**config.mk**
```make
export PLATFORM = sky130hd
export DESIGN_NAME = dpt_dma
export DESIGN_NICKNAME = d
export VERILOG_FILES = /design/src/shared/dpt_pkg.sv /design/src/rtl/dpt_dma.sv
export SDC_FILE = /design/constraint.sdc
export NUM_CORES = 1
export LEC_CHECK = 0
export ABC_CLOCK_PERIOD_IN_PS = 6600
export BUFFER_PORTS_ARGS = -buffer_cell sky130_fd_sc_hd__buf_2
export CORE_ASPECT_RATIO = 0.75
export CORE_UTILIZATION = 66
export DETAILED_ROUTE_END_ITERATION = 8
export GPL_ROUTABILITY_DRIVEN = 0
export PLACE_DENSITY = 0.88
export SETUP_SLACK_MARGIN = 0.1
export SLEW_MARGIN = 5
export SYNTH_ARGS = -nofsm -noshare
export SYNTH_HDL_FRONTEND = slang
export SYNTH_SLANG_ARGS = --single-unit
```
**constraint.sdc**
```tcl
create_clock -name clock -period 6.6 [get_ports clock]
set_clock_uncertainty 0.15 [all_clocks]
set_input_delay 0.33 -clock clock [delete_from_list [all_inputs] [get_ports clock]]
set_output_delay 0.33 -clock clock [all_outputs]
set_load 0.01 [all_outputs]
```
**src/shared/dpt_pkg.sv**
```systemverilog
/*
  Shared constants and types of the two-channel DMA pointer and transfer-cycle block.
  Assumes one 50 MHz clock and a word-indexed register port.
*/
package dpt_pkg;
  localparam int NCH = 2;
  localparam int AW = 20;
  localparam int DW = 16;
  localparam int RW = 32;
  localparam int IW = 6;
  // Register word indices; byte address is index times four
  localparam logic [IW-1:0] IX_STRIDE = 6'h04;
  localparam logic [1:0] IX_CTRL = 2'h0;
  localparam logic [1:0] IX_SRC = 2'h1;
  localparam logic [1:0] IX_DST = 2'h2;
  localparam logic [1:0] IX_CNT = 2'h3;
  localparam logic [IW-1:0] IX_WAIT = 6'h08;
  // Channel control fields
  localparam int CB_EN = 0;
  localparam int CB_PEND = 1;
  localparam int CB_SDIR = 2;
  localparam int CB_DDIR = 3;
  localparam int CB_UNIT8 = 4;
  localparam int CB_SAREA = 5;
  localparam int CB_DAREA = 7;
  // Wait settings fields
  localparam int WB_MEM = 0;
  localparam int WB_SFR = 1;
  localparam int WB_CS = 2;
  // Areas
  localparam logic [1:0] AR_MEM = 2'h0;
  localparam logic [1:0] AR_SFR = 2'h1;
  localparam logic [1:0] AR_SEP = 2'h2;
  localparam logic [1:0] AR_MUX = 2'h3;
  // Cycle coefficients per bus access
  localparam logic [2:0] CF_ONE = 3'h1;
  localparam logic [2:0] CF_MEM_W = 3'h2;
  localparam logic [2:0] CF_SFR_1W = 3'h2;
  localparam logic [2:0] CF_SFR_2W = 3'h3;
  localparam logic [2:0] CF_SEP_NW_WR = 3'h2;
  localparam logic [2:0] CF_MUX_LO = 3'h3;
  localparam logic [2:0] CF_MUX_3W = 3'h4;
  localparam logic [1:0] CS_3W = 2'h3;
  localparam logic [AW-1:0] STEP_BYTE = 20'h00001;
  localparam logic [AW-1:0] STEP_WORD = 20'h00002;
  typedef enum logic [1:0] {ST_IDLE = 2'h0, ST_RD = 2'h1, ST_WR = 2'h3} dpt_state_t;
  typedef struct packed {
    logic rd;
    logic wr;
    logic byte_acc;
    logic [AW-1:0] addr;
    logic [DW-1:0] wdata;
  } dpt_bus_t;
endpackage

```
**src/rtl/dpt_dma.sv**
```systemverilog
/*
  Two-channel DMA slice: pointer registers, request-pending flags and the
  transfer engine that spends the documented number of bus cycles per unit.
  Assumes synchronous inputs, a system bus that answers in the last cycle of
  each access, and byte accesses carried on the low data lane.
*/
`timescale 1ns/1ps
module dpt_dma (
  input wire logic clock,
  input wire logic rst_n,
  input wire logic [7:0] reg_addr,
  input wire logic [dpt_pkg::RW-1:0] reg_wdata,
  input wire logic reg_wr,
  input wire logic reg_rd,
  output logic [dpt_pkg::RW-1:0] reg_rdata,
  input wire logic [dpt_pkg::NCH-1:0] dma_req,
  input wire logic ext_mode,
  input wire logic byte_pin,
  input wire logic bus_rdy_n,
  input wire logic [dpt_pkg::DW-1:0] bus_rdata,
  output dpt_pkg::dpt_bus_t bus_o
);
  // ****************************************
  // Register state
  // ****************************************
  logic [dpt_pkg::NCH-1:0] en_r, pend_r, sdir_r, ddir_r, u8c_r, ldp_r;
  logic [1:0] sarea_r [dpt_pkg::NCH];
  logic [1:0] darea_r [dpt_pkg::NCH];
  logic [dpt_pkg::AW-1:0] src_r [dpt_pkg::NCH];
  logic [dpt_pkg::AW-1:0] dst_r [dpt_pkg::NCH];
  logic [dpt_pkg::AW-1:0] fwd_r [dpt_pkg::NCH];
  logic [15:0] cnt_r [dpt_pkg::NCH];
  logic [15:0] rld_r [dpt_pkg::NCH];
  logic mem_wait_r, sfr_wait_select_r;
  logic [1:0] cs_wait_r;
  logic [dpt_pkg::IW-1:0] ix;
  logic [dpt_pkg::RW-1:0] rd_nxt;

  // ****************************************
  // Engine state
  // ****************************************
  dpt_pkg::dpt_state_t st_r;
  logic ch_r, part_r, u8_r, uflow_r;
  logic [2:0] wt_r;
  logic [1:0] sa_r, da_r;
  logic [dpt_pkg::AW-1:0] saddr_r, daddr_r, cur_r;
  logic [dpt_pkg::DW-1:0] data_r;
  logic go, pick, bus8, hold, rd2, wr2, last, fin;
  logic [dpt_pkg::AW-1:0] base, s_nxt, d_nxt;
  logic [15:0] cbase;

  assign ix = reg_addr[7:2];
  assign bus8 = ext_mode & byte_pin;
  assign go = (st_r == dpt_pkg::ST_IDLE) && |(en_r & pend_r);
  assign pick = !(en_r[0] & pend_r[0]);
  assign base = ldp_r[pick] ? (sdir_r[pick] ? src_r[pick] : dst_r[pick]) : fwd_r[pick];
  assign cbase = ldp_r[pick] ? rld_r[pick] : cnt_r[pick];
  assign s_nxt = sdir_r[pick] ? base : src_r[pick];
  assign d_nxt = ddir_r[pick] ? base : dst_r[pick];
  assign rd2 = !u8_r && (saddr_r[0] || bus8);
  assign wr2 = !u8_r && (daddr_r[0] || bus8);
  assign hold = ext_mode && bus_rdy_n
    && (((st_r == dpt_pkg::ST_RD) ? sa_r : da_r) inside {dpt_pkg::AR_SEP, dpt_pkg::AR_MUX});
  assign last = (st_r == dpt_pkg::ST_RD) ? (part_r || !rd2) : (part_r || !wr2);
  assign fin = (st_r == dpt_pkg::ST_WR) && (wt_r == 3'h0) && !hold && last;

  // Bus cycles per access for an area and its wait setting
  function automatic logic [2:0] coef(input logic [1:0] area, input logic wr);
    logic [2:0] c;
    c = dpt_pkg::CF_ONE;
    unique case (area)
      dpt_pkg::AR_MEM: c = mem_wait_r ? dpt_pkg::CF_MEM_W : dpt_pkg::CF_ONE;
      dpt_pkg::AR_SFR: c = sfr_wait_select_r ? dpt_pkg::CF_SFR_2W : dpt_pkg::CF_SFR_1W;
      dpt_pkg::AR_SEP: c = (cs_wait_r == 2'h0) ? (wr ? dpt_pkg::CF_SEP_NW_WR : dpt_pkg::CF_ONE)
        : 3'({1'b0, cs_wait_r} + dpt_pkg::CF_ONE);
      dpt_pkg::AR_MUX: c = (cs_wait_r == dpt_pkg::CS_3W) ? dpt_pkg::CF_MUX_3W : dpt_pkg::CF_MUX_LO;
    endcase
    return c;
  endfunction

  // ****************************************
  // Per-channel registers
  // ****************************************
  genvar gi;
  generate
    for (gi = 0; gi < dpt_pkg::NCH; gi++)
    begin : g_ch
      logic sel, wc, ws, wd, wn;
      assign sel = ({ix[dpt_pkg::IW-1:2], 2'h0} == dpt_pkg::IW'(dpt_pkg::IX_STRIDE * gi)) && reg_wr;
      assign wc = sel && (ix[1:0] == dpt_pkg::IX_CTRL);
      assign ws = sel && (ix[1:0] == dpt_pkg::IX_SRC);
      assign wd = sel && (ix[1:0] == dpt_pkg::IX_DST);
      assign wn = sel && (ix[1:0] == dpt_pkg::IX_CNT);

      always_ff @(posedge clock)
        if (!rst_n)
          pend_r[gi] <= 1'b0;
        else if (dma_req[gi])
          pend_r[gi] <= 1'b1;
        else if (go && pick == gi)
          pend_r[gi] <= 1'b0;
        else if (wc && !reg_wdata[dpt_pkg::CB_PEND])
          pend_r[gi] <= 1'b0;

      always_ff @(posedge clock)
        if (!rst_n)
        begin
          en_r[gi] <= 1'b0;
          ldp_r[gi] <= 1'b0;
        end
        else if (wc)
        begin
          en_r[gi] <= reg_wdata[dpt_pkg::CB_EN];
          ldp_r[gi] <= reg_wdata[dpt_pkg::CB_EN];
        end
        else
        begin
          if (fin && ch_r == gi && uflow_r)
            en_r[gi] <= 1'b0;
          if (go && pick == gi)
            ldp_r[gi] <= 1'b0;
        end

      // Both-forward settings are software's fault; the source then wins
      always_ff @(posedge clock)
        if (!rst_n)
        begin
          sdir_r[gi] <= 1'b0;
          ddir_r[gi] <= 1'b0;
          u8c_r[gi] <= 1'b0;
          sarea_r[gi] <= dpt_pkg::AR_MEM;
          darea_r[gi] <= dpt_pkg::AR_MEM;
        end
        else if (wc)
        begin
          sdir_r[gi] <= reg_wdata[dpt_pkg::CB_SDIR];
          ddir_r[gi] <= reg_wdata[dpt_pkg::CB_DDIR];
          u8c_r[gi] <= reg_wdata[dpt_pkg::CB_UNIT8];
          sarea_r[gi] <= reg_wdata[dpt_pkg::CB_SAREA +: 2];
          darea_r[gi] <= reg_wdata[dpt_pkg::CB_DAREA +: 2];
        end

      always_ff @(posedge clock)
        if (!rst_n)
        begin
          src_r[gi] <= '0;
          dst_r[gi] <= '0;
        end
        else
        begin
          if (ws && (sdir_r[gi] || !en_r[gi]))
            src_r[gi] <= reg_wdata[dpt_pkg::AW-1:0];
          if (wd && (ddir_r[gi] || !en_r[gi]))
            dst_r[gi] <= reg_wdata[dpt_pkg::AW-1:0];
        end

      always_ff @(posedge clock)
        if (!rst_n)
        begin
          fwd_r[gi] <= '0;
          cnt_r[gi] <= '0;
          rld_r[gi] <= '0;
        end
        else
        begin
          if (wn)
            rld_r[gi] <= reg_wdata[15:0];
          if (go && pick == gi)
          begin
            fwd_r[gi] <= base + (u8c_r[gi] ? dpt_pkg::STEP_BYTE : dpt_pkg::STEP_WORD);
            cnt_r[gi] <= cbase - 16'h0001;
          end
        end
    end
  endgenerate

  always_ff @(posedge clock)
    if (!rst_n)
    begin
      mem_wait_r <= 1'b0;
      sfr_wait_select_r <= 1'b0;
      cs_wait_r <= 2'h0;
    end
    else if (reg_wr && ix == dpt_pkg::IX_WAIT)
    begin
      mem_wait_r <= reg_wdata[dpt_pkg::WB_MEM];
      sfr_wait_select_r <= reg_wdata[dpt_pkg::WB_SFR];
      cs_wait_r <= reg_wdata[dpt_pkg::WB_CS +: 2];
    end

  // ****************************************
  // Register read port
  // ****************************************
  always_comb
  begin
    logic c;
    c = ix[2];
    rd_nxt = '0;
    if (ix == dpt_pkg::IX_WAIT)
      rd_nxt = dpt_pkg::RW'({cs_wait_r, sfr_wait_select_r, mem_wait_r});
    else if (ix[dpt_pkg::IW-1:3] == '0)
      unique case (ix[1:0])
        dpt_pkg::IX_CTRL: rd_nxt = dpt_pkg::RW'({darea_r[c], sarea_r[c], u8c_r[c], ddir_r[c], sdir_r[c],
          pend_r[c], en_r[c]});
        dpt_pkg::IX_SRC: rd_nxt = dpt_pkg::RW'((sdir_r[c] && en_r[c]) ? fwd_r[c] : src_r[c]);
        dpt_pkg::IX_DST: rd_nxt = dpt_pkg::RW'((ddir_r[c] && en_r[c]) ? fwd_r[c] : dst_r[c]);
        dpt_pkg::IX_CNT: rd_nxt = dpt_pkg::RW'(cnt_r[c]);
      endcase
  end

  always_ff @(posedge clock)
    if (!rst_n)
      reg_rdata <= '0;
    else
      reg_rdata <= reg_rd ? rd_nxt : '0;

  // ****************************************
  // Transfer engine
  // ****************************************
  always_ff @(posedge clock)
    if (!rst_n)
    begin
      st_r <= dpt_pkg::ST_IDLE;
      ch_r <= 1'b0;
      part_r <= 1'b0;
      u8_r <= 1'b0;
      uflow_r <= 1'b0;
      wt_r <= '0;
      sa_r <= dpt_pkg::AR_MEM;
      da_r <= dpt_pkg::AR_MEM;
      saddr_r <= '0;
      daddr_r <= '0;
      cur_r <= '0;
      data_r <= '0;
    end
    else
      unique case (st_r)
        dpt_pkg::ST_IDLE:
          if (go)
          begin
            ch_r <= pick;
            u8_r <= u8c_r[pick];
            uflow_r <= (cbase == 16'h0000);
            sa_r <= sarea_r[pick];
            da_r <= darea_r[pick];
            saddr_r <= s_nxt;
            daddr_r <= d_nxt;
            cur_r <= s_nxt;
            part_r <= 1'b0;
            wt_r <= coef(sarea_r[pick], 1'b0) - dpt_pkg::CF_ONE;
            st_r <= dpt_pkg::ST_RD;
          end
        dpt_pkg::ST_RD:
          if (wt_r != 3'h0)
            wt_r <= wt_r - 3'h1;
          else if (!hold)
          begin
            if (u8_r || rd2)
            begin
              if (part_r)
                data_r[15:8] <= bus_rdata[7:0];
              else
                data_r[7:0] <= bus_rdata[7:0];
            end
            else
              data_r <= bus_rdata;
            if (!last)
            begin
              part_r <= 1'b1;
              cur_r <= saddr_r + dpt_pkg::STEP_BYTE;
              wt_r <= coef(sa_r, 1'b0) - dpt_pkg::CF_ONE;
            end
            else
            begin
              part_r <= 1'b0;
              cur_r <= daddr_r;
              wt_r <= coef(da_r, 1'b1) - dpt_pkg::CF_ONE;
              st_r <= dpt_pkg::ST_WR;
            end
          end
        dpt_pkg::ST_WR:
          if (wt_r != 3'h0)
            wt_r <= wt_r - 3'h1;
          else if (!hold)
          begin
            if (!last)
            begin
              part_r <= 1'b1;
              cur_r <= daddr_r + dpt_pkg::STEP_BYTE;
              wt_r <= coef(da_r, 1'b1) - dpt_pkg::CF_ONE;
            end
            else
              st_r <= dpt_pkg::ST_IDLE;
          end
        default:
          st_r <= dpt_pkg::ST_IDLE;
      endcase

  assign bus_o.rd = (st_r == dpt_pkg::ST_RD);
  assign bus_o.wr = (st_r == dpt_pkg::ST_WR);
  assign bus_o.byte_acc = u8_r || (bus_o.rd ? rd2 : (bus_o.wr && wr2));
  assign bus_o.addr = cur_r;
  // A byte unit always travels on the low lane, whatever its address
  assign bus_o.wdata = part_r ? {8'h00, data_r[15:8]} : data_r;

  // ****************************************
  // Checks
  // ****************************************
  logic [4:0] rdn_r, rexp_r;
  logic str_r;
  always_ff @(posedge clock)
    if (!rst_n || go)
    begin
      rdn_r <= '0;
      str_r <= 1'b0;
      rexp_r <= go ? 5'(coef(sarea_r[pick], 1'b0)) << (!u8c_r[pick] && (s_nxt[0] || bus8)) : '0;
    end
    else
    begin
      rdn_r <= rdn_r + 5'(bus_o.rd);
      str_r <= str_r || hold;
    end
endmodule

```
======== After elaboration in Yosys (flattened, before gate mapping) ========
Memory sizes are Yosys's and may differ from the RTL's. A register that Yosys moved wholly into a read port is not among the register bits.
Index checks and enable logic that the tools add are counted.
storage, ports and cells
  flip-flop bits (word level) ............. 135
  bits in writable memories ............... 192
  input bits .............................. 65
  output and inout bits ................... 71
  logic and storage cells ................. 339
  memories ................................ 7
cells by class
  $add $sub $neg .......................... 11
  order comparisons ....................... 2
  equality and inequality tests ........... 32
  multiplexer cells ....................... 154
  bitwise operators ....................... 23
  reduce and logical (&&, ||, !) cells .... 81
memories
  name         words  width  read ports  clocked after memory_dff  wr ports  RTL line       RTL
  dst_r        2      20     2           0                         2         dpt_dma.sv:30  logic [dpt_pkg::AW-1:0] dst_r [dpt_pkg::NCH];
  fwd_r        2      20     2           0                         2         dpt_dma.sv:31  logic [dpt_pkg::AW-1:0] fwd_r [dpt_pkg::NCH];
  src_r        2      20     2           0                         2         dpt_dma.sv:29  logic [dpt_pkg::AW-1:0] src_r [dpt_pkg::NCH];
  cnt_r        2      16     2           0                         2         dpt_dma.sv:32  logic [15:0] cnt_r [dpt_pkg::NCH];
  rld_r        2      16     1           0                         2         dpt_dma.sv:33  logic [15:0] rld_r [dpt_pkg::NCH];
  darea_r      2      2      2           1                         2         dpt_dma.sv:28  logic [1:0] darea_r [dpt_pkg::NCH];
  +1 memories  --     --     --          --                        --        --
operators with widths
  kind                                                                  count
  20-bit two-way mux                                                    19
  32-bit case mux with 4 select lines                                   1
  16-bit two-way mux                                                    7
  3-bit two-way mux                                                     28
  1-bit two-way mux                                                     73
  20-bit case mux with 3 select lines                                   1
  20-bit by 1-bit adder with 20-bit output, second input constant       2
  20-bit by 2-bit adder with 20-bit output                              2
  3-bit case mux with 4 select lines                                    3
  1-bit logical AND                                                     34
  2-bit two-way mux                                                     15
  2-bit == test, second input constant                                  12
  16-bit logical NOT                                                    1
  8-bit two-way mux                                                     2
  2-bit != test, second input constant                                  8
  16-bit by 1-bit subtractor with 16-bit output, second input constant  1
  3-bit by 1-bit subtractor with 3-bit output, second input constant    5
  1-bit bitwise OR                                                      14
  7-bit AND reduction                                                   2
  2-bit logical NOT                                                     6
  3-bit nonzero test                                                    4
  2-bit by 1-bit == test with 1-bit output, second input constant       5
  1-bit logical OR                                                      10
  2-bit nonzero test                                                    5
  21 further kinds                                                      43

======== Logic depth before layout (Yosys ltp) ========
  depth after elaboration ................. 16
  gate-level depth with buffers ........... 15
  depth with buffers taken out ............ 12

======== Least setup slack after synthesis ========
Ideal clock, no wire load.
  path type ............................... flip-flop to flip-flop
  from .................................... reg pend_r[0] (netlist name)
  to ...................................... mem fwd_r[1][16] (netlist name) (data pin)
  setup time .............................. 0.147 ns
  arrival time ............................ 3.461 ns
  data required time ...................... 6.303 ns
  path slack .............................. 2.842 ns
  stages on the path, launching flop included .. 13
  buffers on the path ..................... 4
  clock period less this slack ............ 3.758 ns
  cell sequence ........................... dfxtp_1 -> buf_6 -> clkbuf_1 -> clkbuf_1 -> and3_1 -> nor4_1 -> o31ai_1 -> inv_1 -> fa_1 -> or4_1 -> buf_2 -> or4_1 -> a21oi_1
RTL lines
  element                          RTL line        RTL
  start, declared                  dpt_dma.sv:26   logic [dpt_pkg::NCH-1:0] en_r, pend_r, sdir_r, ddir_r, u8c_r, ldp_r;
  start signal, assigned by index  dpt_dma.sv:97   pend_r[gi] <= 1'b0;
  start signal, assigned by index  dpt_dma.sv:99   pend_r[gi] <= 1'b1;
  start signal, assigned by index  dpt_dma.sv:101  pend_r[gi] <= 1'b0;
  end, declared                    dpt_dma.sv:31

==> flow_summary.toml <==
[clock_tree]
cts.sinks = 317
cts_tree = "done"
clockRootBuffer = "clkbuf_16"
cts_buffers = 34
clk_pin_slew_worst_paths_ps = 70
htreeDepth = 2
cts_buffer_depth = 3
clk_latency_ps = 550

[grt]
grt_pass1_vias = 16800
grt_pass1_wl_mm = 94.7
grt_usage = 0.423
grt_max_degree = 71
overflow = 0
antenna_found_initial = 2

[detailed_routing]
wl_met1_mm = 21.9
drt_iter0_drc = 3081
drt_pass1_iterations = 7
met3_length_mm = 10.3
dr_wl_met2_mm = 26.2
drcViolationCount = 0
antenna_left = 0
vias_per_cell = 7.17
maxUsedRoutingLayer = "met4"
drt-total-wl_mm = 62.2
post_drt_wl_per_cell_um = 25.5
vias = 17500

[sta]
slew_viol_final = 0
period_minus_slack_ps = 4820
fin_crit_sh = 0.730
hold_slack_ps = 1.09
rsz0062_at_grt = "false"
tightest_slew_ps = 1490
setup_violations = 0
max_slew_margin = 0.00146
fin_ws_ps = 1780
fin_tns_setup_ps = 0
timing.fmax_ghz = 0.208
final_hold_viol_count = 0

[die]
rows = 53
initial_utilization = 0.677
die_h_um = 149
ios = 136
coreArea_mm2 = 0.0282
chipWidth_um = 198
die_area_mm2 = 0.0296

[logic_synthesis]
syn-instance-count = 1979
synth_edf_count = 192
yosys.area_share.simple = 0.213
yosysSeqAreaShare = 0.434
synthAdderAreaFrac = 0.0133
async_flop_share = 0
synthXorXnorAreaFrac = 0.0202
synth_top_family_by_area = "simple AND/OR/NAND/NOR gates"
syn_area_mm2 = 0.0191
synth.area.mux_share = 0.131
avgSynthCellArea_um2 = 9.64
synth_compound_area_frac = 0.140
yosysWarnings = 0
synthFlopType = "edfxtp_1"
synth-seq-cells = 317
synth_cell_types = 79

[power]
power_density_mw_per_mm2 = 210
p_switching_mw = 1.07
power_frac_seq = 0.492
internal-power_mw = 3.37
irDropWorstVdd_mv = 0.233
sw_frac_of_total = 0.240
p_leak_nw = 7.85
pwr-share-comb = 0.072
clkPwrFrac = 0.436

[layout]
post-route-util = 0.748
nFillCells = 1905
final_cell_mix = "nand2_1 (218), edfxtp_1 (192), nor2_1 (153)"
area_delta_synth_final_pct = 10.5
final_common_cell = "nand2_1"
nets = 2117
drive_gt1_frac = 0.166
num_antenna_cells = 0

[placement]
dp_worst_setup_slack_ps = 2040
place_hpwl_mm = 40.1
port_buffers = 109

[setup_path]
crit_path_max_incr_delay_ps = 870
crit_cells = 10
reg2reg_depth = 10
cpMaxStageDelayCell = "dfxtp_1"
critPathArrivalTime_ps = 4950
crit_fanout = 18
worstSetupStartpointType = "flop"
worst-path-buf-inv = 3
required_ps = 6740
crit_path_end_kind = "flop"
cpLargestDelayFamily = "simple AND/OR/NAND/NOR gates"
cp_cell_sequence = "buf_4 > and3_1 > a21oi_1 > buf_4 > o31ai_1 > inv_1 > fa_1 > or4_1 > nor4_1 > mux2i_1"
crit_top_cell = "buf_4"
path_class = "reg -> reg"

[flow_run]
maxCapViolations = 1

[worst_hold_path]
holdPathStages = 2
hp-class = "in -> reg"

[outcome]
violations = "max-capacitance violations"
status = "finished with violations"
## Yosys cell counts, types with 13 or more instances
master,n,area [um^2]
xnor2_1,20,175
mux2i_1,93,931
clkbuf_1,111,417
o31ai_1,13,97.6
buf_4,21,158
inv_1,35,131
nand2_1,220,826
nor2b_1,25,156
a211oi_1,36,270
a21oi_1,125,626
o21ai_0,70,350
mux2_2,36,405
mux4_2,50,1130
buf_2,21,105
dfxtp_1,125,2500
nand4_1,21,131
or2_2,14,87.6
o211ai_1,40,300
edfxtp_1,192,5770
xor2_1,24,210
a22oi_1,15,113
nand3_1,69,345
nor2_1,157,589
and3_1,31,194
ha_1,17,213
a31oi_1,22,138
nor4_1,21,131
and2_1,123,769
nor3_1,63,315
## worst reg2reg max path, delay by kind of cell (launching register included)
kind                     cells  cell delay, ps
AND/OR/NAND/NOR              3            1410
AO/OA/AOI/OAI                2             720
flip-flops                   1             870
multiplexers                 1             120
adder cells (fa/ha/maj)      1             540
buffers and inverters        3             770
## through the flow
| step | instances | power (mW) | cell area, um^2 |
|---|---|---|---|
| finish | 2444 | 4.43 | 21100 |
| global route | 2444 | 4.52 | 21100 |
| global placement | 2360 | 2.49 | 19700 |
| CTS | 2444 | 4.40 | 21100 |
| floorplan | 1990 | 2.40 | 19100 |
| detailed placement | 2360 | 2.51 | 19700 |
## logic make-up after synthesis
| group | count (synthesis) |
|---|---|
| adders and majority gates | 19 |
| buffers and inverters | 201 |
| other | 1 |
| AOI/OAI and AO/OA | 410 |
| muxes | 182 |
| and+or+nand+nor | 805 |
| DFF | 317 |
| xor gates and xnor gates | 44 |
## per-layer routing
metal	global-route usage	up-vias
li1	-	7382
met1	0.560	8109
met2	0.612	1685
met3	0.135	341
met4	0.246	0
met5	0	-
## cell type report
class	count	area (um^2)	area share
well taps	385	482	0.0229
multi-input cells	1472	10000	0.474
flip-flops and latches	317	8270	0.392
clock buffers	52	1060	0.0505
inverters	36	135	0.00641
clock inverters	10	50.0	0.00237
repair buffers	172	1080	0.0510
## final timing paths
check | start | to | slack [ps]
max | pend_r[0]$_SDFFE_PN0P_ | fwd_r[1][18]$_SDFFCE_PN0P_ | 1780
min | reg_wdata[11] | dst_r[1][11]$_SDFFCE_PN0P_ | 1
max reg2reg | pend_r[0]$_SDFFE_PN0P_ | fwd_r[1][18]$_SDFFCE_PN0P_ | 1780
min reg2reg | cur_r[0]$_SDFFE_PN0P_ | cur_r[0]$_SDFFE_PN0P_ | 310
## what timing repair did
item | in CTS | in global routing
gates resized for setup | 0 | 0
setup buffers | 0 | 0
hold buffers | 22 | 0
endpoints found under the hold margin | 40 | 0
## sequential cells by signal (all words and copies together) (netlist names), 3 cells and up
name,count
reg_rdata,20
wt_r,3
daddr_r,20
saddr_r,20
cur_r,20
data_r,16
rld_r,32
fwd_r,40
dst_r,40
sarea_r,4
src_r,40
darea_r,4
cnt_r,32
## power groups by stage
stage               clock network [mW]  registers, mW  logic, mW
CTS                               1.92           2.18      0.302
global placement                     0           2.22      0.279
detailed placement                   0           2.22      0.289
floorplan                            0           2.20      0.194
global route                      2.00           2.18      0.332
finish                            1.93           2.18      0.318
Power figures use the tool's default switching activity.
